===== config.mk =====
export PLATFORM = sky130hd
export DESIGN_NAME = fsq_end_status
export DESIGN_NICKNAME = d
export VERILOG_FILES = /design/src/design/fsq_pkg.sv /design/src/design/fsq_end_status.sv
export SDC_FILE = /design/constraint.sdc
export NUM_CORES = 1
export LEC_CHECK = 0
export BUFFER_PORTS_ARGS = -buffer_cell sky130_fd_sc_hd__buf_4
export CAP_MARGIN = 10
export CORE_ASPECT_RATIO = 0.5
export CORE_MARGIN = 5
export CORE_UTILIZATION = 30
export DETAILED_ROUTE_END_ITERATION = 7
export HOLD_SLACK_MARGIN = 0.06
export PLACE_DENSITY = 0.5
export REMOVE_ABC_BUFFERS = 1
export SETUP_SLACK_MARGIN = 0.5
export SYNTH_ARGS = -nofsm -noshare
export SYNTH_HDL_FRONTEND = slang
export SYNTH_SLANG_ARGS = --single-unit

===== constraint.sdc =====
create_clock -name clk_in -period 4.29 [get_ports clk_in]
set_input_delay 0.2145 -clock clk_in [delete_from_list [all_inputs] [get_ports clk_in]]
set_output_delay 0.2145 -clock clk_in [all_outputs]
set_load 0.02 [all_outputs]

===== src/design/fsq_pkg.sv =====
// Purpose: Shared constants and types of the flash sequencer end-address
//          and status block.
// Assumes: One 25 MHz clock, peripheral bus with byte enables.
// Notes: All addresses are byte addresses on the peripheral bus.
package fsq_pkg;

	// Register byte addresses.
	localparam logic [31:0] STATUS_ADDR = 32'hFFA10080;
	localparam logic [31:0] END_ADDR_ADDR = 32'hFFA10034;
	localparam logic [31:0] ECC_PORT_ADDR = 32'hFFA10038;

	// Values after reset.
	localparam logic [31:0] STATUS_RESET = 32'h00008000;
	localparam logic [31:0] END_ADDR_RESET = 32'h00000000;

	// Status bit positions.
	localparam int EBF_BIT = 18;
	localparam int OTP_BIT = 17;
	localparam int IDLE_BIT = 15;
	localparam int ILLEGAL_BIT = 14;

	// Depth of the ECC word buffer, in words.
	localparam logic [1:0] ECC_DEPTH = 2'h2;

	// Lowest end address (bits 18..0) that a blank check refuses.
	localparam logic [18:0] BC_LIMIT_DEFAULT = 19'h40000;

	// Kind of command that the rest of the sequencer starts.
	typedef enum logic [2:0] {
		OP_NONE,
		OP_CF_PROGRAM,
		OP_BLOCK_ERASE,
		OP_LOCK_PROGRAM,
		OP_LOCK_READ,
		OP_OTP_SET,
		OP_BLANK_CHECK,
		OP_OTHER
	} fsq_op_t;

	// One peripheral bus request.
	typedef struct packed {
		logic sel;
		logic wr;
		logic [31:0] addr;
		logic [3:0] be;
		logic [31:0] wdata;
	} fsq_bus_req_t;

endpackage : fsq_pkg


===== src/design/fsq_end_status.sv =====
// Purpose: Blank-check end address register with its checks, and the
//          low flags of the sequencer status register.
// Assumes: All inputs come from logic on clk_in; bus reads answer one
//          cycle after the request.
// Notes: Status flags other than bits 18, 17, 15 and 14 read as zero.
`timescale 1ns/1ps

// Function
// - End register gives blank check final address.
// - Bad ordering locks instead of checking.
// - End register resets on reset or init.
// - Only end address bits 18..2 used.
// - End bits in refused range raise error.
// - Status readable as word, halves, low bytes.
// - Status reads 0x00008000 after reset.
// - Reserved status bits 31..19 read zero.
// - Buffer full flag follows ECC buffer fill.
// - ECC port write stalls bus while full.
// - OTP double error sets flag and locks.
// - OTP checked on five listed operations.
// - OTP flag clears on clear or stop.
// - Idle flag low while command runs.
// - Illegal error flag set, sequencer locks.
module fsq_end_status #(
	parameter logic [18:0] BC_LIMIT = fsq_pkg::BC_LIMIT_DEFAULT
) (
	// Clock and reset.
	input wire logic clk_in,
	input wire logic rst_n_in,
	// Peripheral bus.
	input wire fsq_pkg::fsq_bus_req_t bus_in,
	output logic [31:0] bus_rdata_out,
	output logic bus_wait_out,
	// Sequencer control.
	input wire logic init_in,
	input wire logic busy_in,
	input wire logic op_start_in,
	input wire fsq_pkg::fsq_op_t op_in,
	input wire logic [23:0] start_addr_in,
	input wire logic direction_in,
	input wire logic status_clear_in,
	input wire logic forced_stop_in,
	input wire logic illegal_in,
	// OTP read.
	output logic otp_read_req_out,
	input wire logic otp_valid_in,
	input wire logic otp_double_err_in,
	// ECC buffer drain.
	output logic ecc_push_out,
	output logic [31:0] ecc_data_out,
	input wire logic ecc_drain_in,
	// Blank check launch.
	output logic bc_go_out,
	output logic [31:0] bc_end_out,
	output logic locked_out
);

	// Effective address bits used by command processing.
	function automatic logic [16:0] eff_addr(input logic [31:0] a);
		eff_addr = a[18:2];
	endfunction : eff_addr

	logic [31:0] end_addr_ff;
	logic [31:0] rdata_ff;
	logic [1:0] ecc_cnt_ff;
	logic [31:0] ecc_data_ff;
	logic ecc_push_ff;
	logic otp_ff;
	logic illegal_ff;
	logic idle_ff;
	logic bc_go_ff;
	logic [31:0] bc_end_ff;
	logic [1:0] nxt_ecc_cnt;

	// Address decode and bus strobes.
	wire hit_status = bus_in.sel
		&& bus_in.addr[31:2] == fsq_pkg::STATUS_ADDR[31:2];
	wire hit_end = bus_in.sel
		&& bus_in.addr[31:2] == fsq_pkg::END_ADDR_ADDR[31:2];
	wire hit_ecc = bus_in.sel
		&& bus_in.addr[31:2] == fsq_pkg::ECC_PORT_ADDR[31:2];
	wire ecc_full = ecc_cnt_ff == fsq_pkg::ECC_DEPTH;
	wire ecc_stall = hit_ecc && bus_in.wr && ecc_full;
	wire ecc_wr = hit_ecc && bus_in.wr && !ecc_full;
	wire end_wr = hit_end && bus_in.wr;

	// Blank check decision from direction, start and end.
	wire bc_start = op_start_in && op_in == fsq_pkg::OP_BLANK_CHECK;
	wire [16:0] end_eff = eff_addr(end_addr_ff);
	wire [16:0] start_eff = eff_addr({8'h00, start_addr_in});
	wire order_bad = direction_in ? !(end_eff < start_eff)
		: !(end_eff > start_eff);
	wire range_bad = end_addr_ff[18:0] >= BC_LIMIT;
	wire bc_err = bc_start && (order_bad || range_bad || locked_out);
	wire bc_ok = bc_start && !bc_err;

	// OTP is read only for the operations that depend on it.
	wire otp_op = op_in == fsq_pkg::OP_CF_PROGRAM
		|| op_in == fsq_pkg::OP_BLOCK_ERASE
		|| op_in == fsq_pkg::OP_LOCK_PROGRAM || op_in == fsq_pkg::OP_LOCK_READ
		|| op_in == fsq_pkg::OP_OTP_SET;
	assign otp_read_req_out = op_start_in && otp_op;
	wire otp_set = otp_valid_in && otp_double_err_in;
	wire flag_clr = status_clear_in || forced_stop_in;
	// An OTP double error locks through its own flag, not the illegal one.
	wire illegal_set = illegal_in || bc_err;

	// Status word; reserved and foreign bits stay zero.
	wire [31:0] status_word = {13'h0000, ecc_full, otp_ff, 1'b0, idle_ff,
		illegal_ff, 14'h0000};

	// The top byte has no byte view of its own, so lone lane 3 reads empty.
	wire [31:0] lane_mask = {{8{bus_in.be[3] && bus_in.be[2]}},
		{8{bus_in.be[2]}}, {8{bus_in.be[1]}}, {8{bus_in.be[0]}}};
	wire [31:0] read_word = hit_status ? status_word & lane_mask
		: hit_end ? end_addr_ff & lane_mask : 32'h00000000;

	// Buffer occupancy; a push and a drain together leave it unchanged unless it is empty.
	always_comb
	begin
		nxt_ecc_cnt = ecc_cnt_ff;
		if (ecc_wr && !(ecc_drain_in && ecc_cnt_ff != 2'h0))
			nxt_ecc_cnt = ecc_cnt_ff + 2'h1;
		else if (!ecc_wr && ecc_drain_in && ecc_cnt_ff != 2'h0)
			nxt_ecc_cnt = ecc_cnt_ff - 2'h1;
	end

	// Bus answer; the stall holds the master until a slot frees.
	assign bus_wait_out = ecc_stall;
	assign bus_rdata_out = rdata_ff;
	assign ecc_push_out = ecc_push_ff;
	assign ecc_data_out = ecc_data_ff;
	assign bc_go_out = bc_go_ff;
	assign bc_end_out = bc_end_ff;
	assign locked_out = illegal_ff || otp_ff;

	// End address register, byte-lane writable.
	always_ff @(posedge clk_in or negedge rst_n_in)
	begin
		if (!rst_n_in)
			end_addr_ff <= fsq_pkg::END_ADDR_RESET;
		else if (init_in)
			end_addr_ff <= fsq_pkg::END_ADDR_RESET;
		else if (end_wr)
			for (int i = 0; i < 4; i++)
				if (bus_in.be[i])
					end_addr_ff[8*i +: 8] <= bus_in.wdata[8*i +: 8];
	end

	// Read data and ECC buffer path; status writes land nowhere.
	always_ff @(posedge clk_in or negedge rst_n_in)
	begin
		if (!rst_n_in)
		begin
			rdata_ff <= 32'h00000000;
			ecc_cnt_ff <= 2'h0;
			ecc_data_ff <= 32'h00000000;
			ecc_push_ff <= 1'b0;
		end
		else
		begin
			rdata_ff <= (bus_in.sel && !bus_in.wr) ? read_word : rdata_ff;
			ecc_cnt_ff <= nxt_ecc_cnt;
			ecc_push_ff <= ecc_wr;
			ecc_data_ff <= ecc_wr ? bus_in.wdata : ecc_data_ff;
		end
	end

	// Status flags; a set in the clearing cycle wins.
	always_ff @(posedge clk_in or negedge rst_n_in)
	begin
		if (!rst_n_in)
		begin
			otp_ff <= fsq_pkg::STATUS_RESET[fsq_pkg::OTP_BIT];
			illegal_ff <= fsq_pkg::STATUS_RESET[fsq_pkg::ILLEGAL_BIT];
			idle_ff <= fsq_pkg::STATUS_RESET[fsq_pkg::IDLE_BIT];
		end
		else
		begin
			otp_ff <= otp_set || (otp_ff && !flag_clr);
			illegal_ff <= illegal_set || (illegal_ff && !flag_clr);
			idle_ff <= !busy_in;
		end
	end

	// Blank check launch with the effective end address.
	always_ff @(posedge clk_in or negedge rst_n_in)
	begin
		if (!rst_n_in)
		begin
			bc_go_ff <= 1'b0;
			bc_end_ff <= 32'h00000000;
		end
		else
		begin
			bc_go_ff <= bc_ok;
			bc_end_ff <= bc_ok ? {13'h0000, end_eff, 2'h0} : bc_end_ff;
		end
	end
endmodule : fsq_end_status


==> results.cfg, run 1 <==
[outcome]
outcome = finished, final reports clean

[worst_setup_path]
reg2reg_from = end_addr_ff[14]
worstSetupPathType = reg -> reg
crit_arrival_ps = 3190
worstPathRequired_ps = 4580
endpoint_kind = register
crit_start = end_addr_ff[14]
crit_path_max_fanout = 18
cp-start-kind = register

[route]
routed_wirelength_microns = 15600
via_per_inst = 4.48
wl_per_cell_microns = 16.7
drt-initial-drc-count = 135
drc = 0
postRouteAntennaNets = 0
first_pass_iters = 4
vias = 4179

[logic_synthesis]
synth_enable_flop_cells = 0
yosys.area.top_type = dfrtp_1
ys_ff_latch = 120
yosysWarningCount = 0
ys_types = 48
avgSynthCellArea_sq_um = 11.9
syn_inst = 459
synth_async_sr_flop_share_pct = 100
seq_area_frac_synth_pct = 55.1
synthesis.area_sq_um = 5450
synth.area.top_cells = dfrtp_1 (55%), mux2_2 (7.6%), mux2i_1 (6.2%)
yosys.area.top_type_share_pct = 54.6
synth_flop_cell = dfrtp_1

[global_route]
grt_use_total_pct = 15.0
grt_pass1_wl_microns = 25200
grt_max_degree = 64
antenna_found_initial = 0
grt_pass1_vias = 4471
grt-ovfl-total = 0

[timing]
post-route-min-period_ps = 2910
rsz0062_at_grt = false
finalMaxSlewViolations = 0
max_freq_ghz = 0.344
tns_ps = 0
hold_ws_ps = 115
period_share_pct = 67.7
relSlewSlack_pct = 33.9
hold_violations = 0
setup_violations = 0
skew_ps = 9.64
worstMarginPinSlew_ps = 987

[cells_and_area]
area_delta_synth_final_pct = 46.2
fill_cells = 1688
antenna_cells = 0
layout_common_cells = buf_4 (188), dfrtp_1 (119), nand2_1 (45)
drive_gt1_share_pct = 39.4
final_nets = 812
final_common_cell = buf_4

[clock_network]
clk_latency_ps = 410
clockRootBuffer = clkbuf_16
cts_inserted_buffers = 17
clockBufferDepth = 2
cts_resized = 0
clk_pin_slew_ps = 50
htreeDepth = 4
cts_tree = done
cts_sinks = 120

[floorplanning]
fp-row-count = 34
io_pins = 210
core-area_sq_um = 17600
dieWidth_microns = 201
initial_core_util_pct = 31.0
dieArea_sq_um = 21100
die_height_microns = 105

[power_and_ir_drop]
powerDensity_nw_per_um2 = 349
p_leak_uw = 0.00437
vdd_drop_max_mv = 0.274

[hold_path]
hp-class = in -> reg
worstHoldStart = bus_in[33]

[placement]
port-buffer-count = 185
place_hpwl_microns = 11300
gp_congestion = 0.740

[run]
cap_viol_max_count = 0
[metal layers]
| metal | wire (microns) | global-route usage, % |
|---|---|---|
| met5 | 0 | 0 |
| met1 | 6960 | 18.8 |
| met4 | 207 | 3.97 |
| met2 | 7910 | 26.3 |
| met3 | 525 | 3.59 |
[worst max-delay path, cell delays in order, from the launching register on]
cell and delay (ps):
dfrtp_1 430, ha_1 340, nand4_1 130, or2_0 260, nor4_1 350, nor3_1 120
mux2i_4 730, mux2_2 420
[Yosys cell counts (3+ instances only)]
cell type  number
mux2i_1        34
and4_1          3
buf_6           3
nor2_1         40
nor4_1          3
a22o_1         13
mux2_2         37
a21o_1          3
a22oi_1         4
ha_1           17
buf_4          15
mux2_1          3
o21ai_0        24
clkbuf_1       11
dfrtp_1       119
nor2b_1         5
a21oi_1         7
nor3_1          4
mux2_4          8
nand2_1        45
nand3_2         3
nand4_1         5
inv_1          22
[final timing paths]
check,depth (start not counted),slack (ps),endpoint
max,7,1380,bc_end_out[4]
min,3,110,bus_rdata_out[15]
max reg2reg,7,1380,bc_end_out[4]
min reg2reg,2,480,bus_rdata_out[3]
max in group asynchronous,3,2860,idle_ff
min in group asynchronous,2,450,ecc_data_out[19]
[flip-flops by register name, summed over array words and instances, names as in the netlist]
| name | flops |
|---|---|
| ecc_cnt_ff | 2 |
| ecc_push_out | 1 |
| bus_rdata_out | 32 |
| otp_ff | 1 |
| ecc_data_out | 32 |
| end_addr_ff | 32 |
| idle_ff | 1 |
| bc_go_out | 1 |
| illegal_ff | 1 |
| bc_end_out | 17 |
[stage by stage]
| stage | utilization [%] | cell area, sq um | std cells | power, uW | worst slack [ps] |
|---|---|---|---|---|---|
| global placement | 39.7 | 6990 | 863 | 1320 | 1360 |
| floorplan | - | 5290 | 441 | 1200 | 1820 |
| finish | 45.3 | 7970 | 932 | 2780 | 1380 |
| global route | 45.3 | 7970 | 932 | 2890 | 1130 |
| CTS | 45.3 | 7970 | 932 | 2820 | 1330 |
| detailed placement | 39.7 | 6990 | 863 | 1320 | 1340 |
[cell type report]
type	count	area, sq um	share of cell area, %
multi-input cells	299	2200	27.6
inverters	22	82.6	1.04
well taps	234	293	3.67
repair buffers	226	1790	22.5
flip-flops and latches	120	3000	37.7
clock buffers	22	474	5.95
clock inverters	9	123	1.54
[report_power, final]
group	internal [uW]	switching, uW	total [uW]
logic	96.1	94.9	191
registers	1140	1.70	1140
clock network	951	505	1460
total	2180	602	2780
[logic make-up after synthesis]
| family | share of synthesized area [%] |
|---|---|
| AND/OR/NAND/NOR | 11.2 |
| flip-flops | 55.1 |
| multiplexers | 17.1 |
| AO/OA/AOI/OAI | 7.07 |
| buffers and inverters | 5.51 |
| adder cells (fa/ha/maj) | 3.90 |
| other | 0.0688 |
[what timing repair did]
| action | in CTS | in global routing |
|---|---|---|
| setup buffers | 0 | 0 |
| hold endpoints to repair | 119 | 0 |
| setup endpoints to repair | 0 | 0 |
| hold buffers | 38 | 0 |
Power figures use the tool's default switching activity.
==> inputs of run 2 (changes only) <==
--- a/config.mk
+++ b/config.mk
@@ -12,7 +12,7 @@
 export CORE_UTILIZATION = 30
 export DETAILED_ROUTE_END_ITERATION = 7
 export HOLD_SLACK_MARGIN = 0.06
-export PLACE_DENSITY = 0.5
+export PLACE_DENSITY = 0.52
 export REMOVE_ABC_BUFFERS = 1
 export SETUP_SLACK_MARGIN = 0.5
 export SYNTH_ARGS = -nofsm -noshare
==> constraint.sdc (replaced) <==
create_clock -name clk_in -period 2.35 [get_ports clk_in]
set_input_delay 0.1175 -clock clk_in [delete_from_list [all_inputs] [get_ports clk_in]]
set_output_delay 0.1175 -clock clk_in [all_outputs]
set_load 0.02 [all_outputs]
==> run 2 against run 1 <==
The flow now finishes with violations (negative setup slack). Sequential power up 82%. Die area unchanged. Combinational power up 96%. Flip-flop and latch count unchanged. Largest power group unchanged. Setup slack worse by 1400 ps. Design area up 7.2%. Global-route usage up 0.96 points.
==> results.cfg, run 2 (same netlist as run 1, synthesis figures left out) <==
[floorplanning]
dieWidth_microns = 201
core-area_sq_um = 17600
die_height_microns = 105
dieArea_sq_um = 21100
fp-row-count = 34
initial_core_util_pct = 31.0
io_pins = 210

[global_route]
grt_pass1_wl_microns = 26600
grt_use_total_pct = 16.0
grt-ovfl-total = 0
grt_pass1_vias = 4676
grt_max_degree = 42
antenna_found_initial = 0

[cells_and_area]
final_nets = 849
area_delta_synth_final_pct = 56.8
final_cells = 970
drive_gt1_share_pct = 44.7
multi_input_area_sq_um = 2350
layout_common_cells = buf_4 (211), dfrtp_1 (119), nand2_1 (45)
fill_cells = 1632
final_common_cell = buf_4
antenna_cells = 0
register_area_sq_um = 3000

[placement]
placed_cells = 887
port-buffer-count = 185
place_hpwl_microns = 11900
gp_congestion = 0.754
post-place-ws_ps = -127

[power_and_ir_drop]
p_switching_uw = 1150
p_leak_uw = 0.00465
p_int_uw = 4150
pwr-share-clk_pct = 53.8
powerDensity_nw_per_um2 = 620
power_uw = 5300
vdd_drop_max_mv = 0.457
pwr-share-seq_pct = 39.1
sw_frac_of_total_pct = 21.8
power_frac_comb_pct = 7.1

[worst_setup_path]
endpoint_kind = register
worstPathRequired_ps = 2640
reg2reg_from = end_addr_ff[9]
crit_path_max_fanout = 9
reg2regPathDepth = 8
cp-start-kind = register
crit_arrival_ps = 2680
worstSetupPathType = reg -> reg
crit_start = end_addr_ff[9]

[timing]
setup_violations = 16
skew_ps = 6.47
worstMarginPinSlew_ps = 576
hold_violations = 0
max_freq_ghz = 0.419
rsz0062_at_grt = true
finalMaxSlewViolations = 0
period_share_pct = 102
setup_slack_ps = -37.1
post-route-min-period_ps = 2390
relSlewSlack_pct = 61.6

[outcome]
violations = negative setup slack
outcome = complete, but fails checks

[clock_network]
cts_inserted_buffers = 17
clk_pin_slew_ps = 60
htreeDepth = 4
clockBufferDepth = 2
clk_latency_ps = 410
cts_sinks = 120
clockRootBuffer = clkbuf_16
cts_tree = done

[route]
drt-initial-drc-count = 156
drc = 0
wl_per_cell_microns = 17.3
routed_wirelength_microns = 16800
first_pass_iters = 4
via_per_inst = 4.49
postRouteAntennaNets = 0
vias = 4357

[run]
cap_viol_max_count = 0

[hold_path]
worstHoldStart = bus_in[34]
hp-class = in -> reg
hold_depth = 3
[run 2: timing repair]
item,CTS,global route
setup buffers,10,1
hold buffers,40,0
pin swaps,7,7
resized for setup,23,12
endpoints found under the setup margin,19,75
endpoints found under the hold margin,110,0
[run 2: final cells by class]
cell class              instances  area share, %
flip-flops and latches        120           35.1
inverters                      22          0.966
repair buffers                263           25.3
clock inverters                11           1.98
well taps                     234           3.43
clock buffers                  21           5.62
multi-input cells             299           27.6
[run 2: path summary, 6_finish.rpt]
kind / slack, ps / to
worst max register to register: -40 / bc_end_out[10]
worst max-delay path: -40 / bc_end_out[10]
worst min register to register: 480 / bus_rdata_out[5]
worst min-delay path: 100 / bus_rdata_out[17]
max in group asynchronous: 1340 / idle_ff
min in group asynchronous: 290 / ecc_data_out[22]
[run 2: power by group through the flow]
stage	Clock (uW)	Sequential (uW)	Combinational [uW]
global placement	0	2110	307
CTS	2930	2070	375
finish	2850	2070	374
detailed placement	0	2110	312
floorplan	0	2110	73.8
global route	3030	2070	413
[run 2: per-layer routing]
layer	track usage (%)	routed length (microns)	up-vias	share of wire, %
li1	-	-	2104	-
met1	19.7	7240	2161	43
met2	28.1	8810	82	52
met3	3.44	573	10	3.4
met4	5.20	154	0	0.92
met5	0	0	-	0
[run 2: worst max-delay path, stage by stage (launching register included)]
cell and delay (ps):
dfrtp_1 410, ha_4 270, nand4_1 170, nor3_2 240
a2111oi_2 60, o211ai_2 270, mux2i_4 360, buf_12 190
mux2_4 300
[run 2: stage by stage]
| stage | TNS, ps | hold slack, ps | cell area [sq um] | utilization [%] |
|---|---|---|---|---|
| after floorplan | -1490 | -178 | 5290 | - |
| after global placement | -165 | 155 | 7240 | 41.1 |
| after detailed placement | -1520 | 158 | 7240 | 41.1 |
| after CTS | 0 | 81.9 | 8480 | 48.1 |
| after global routing | -2600 | 129 | 8550 | 48.5 |
| final | -380 | 100 | 8550 | 48.5 |
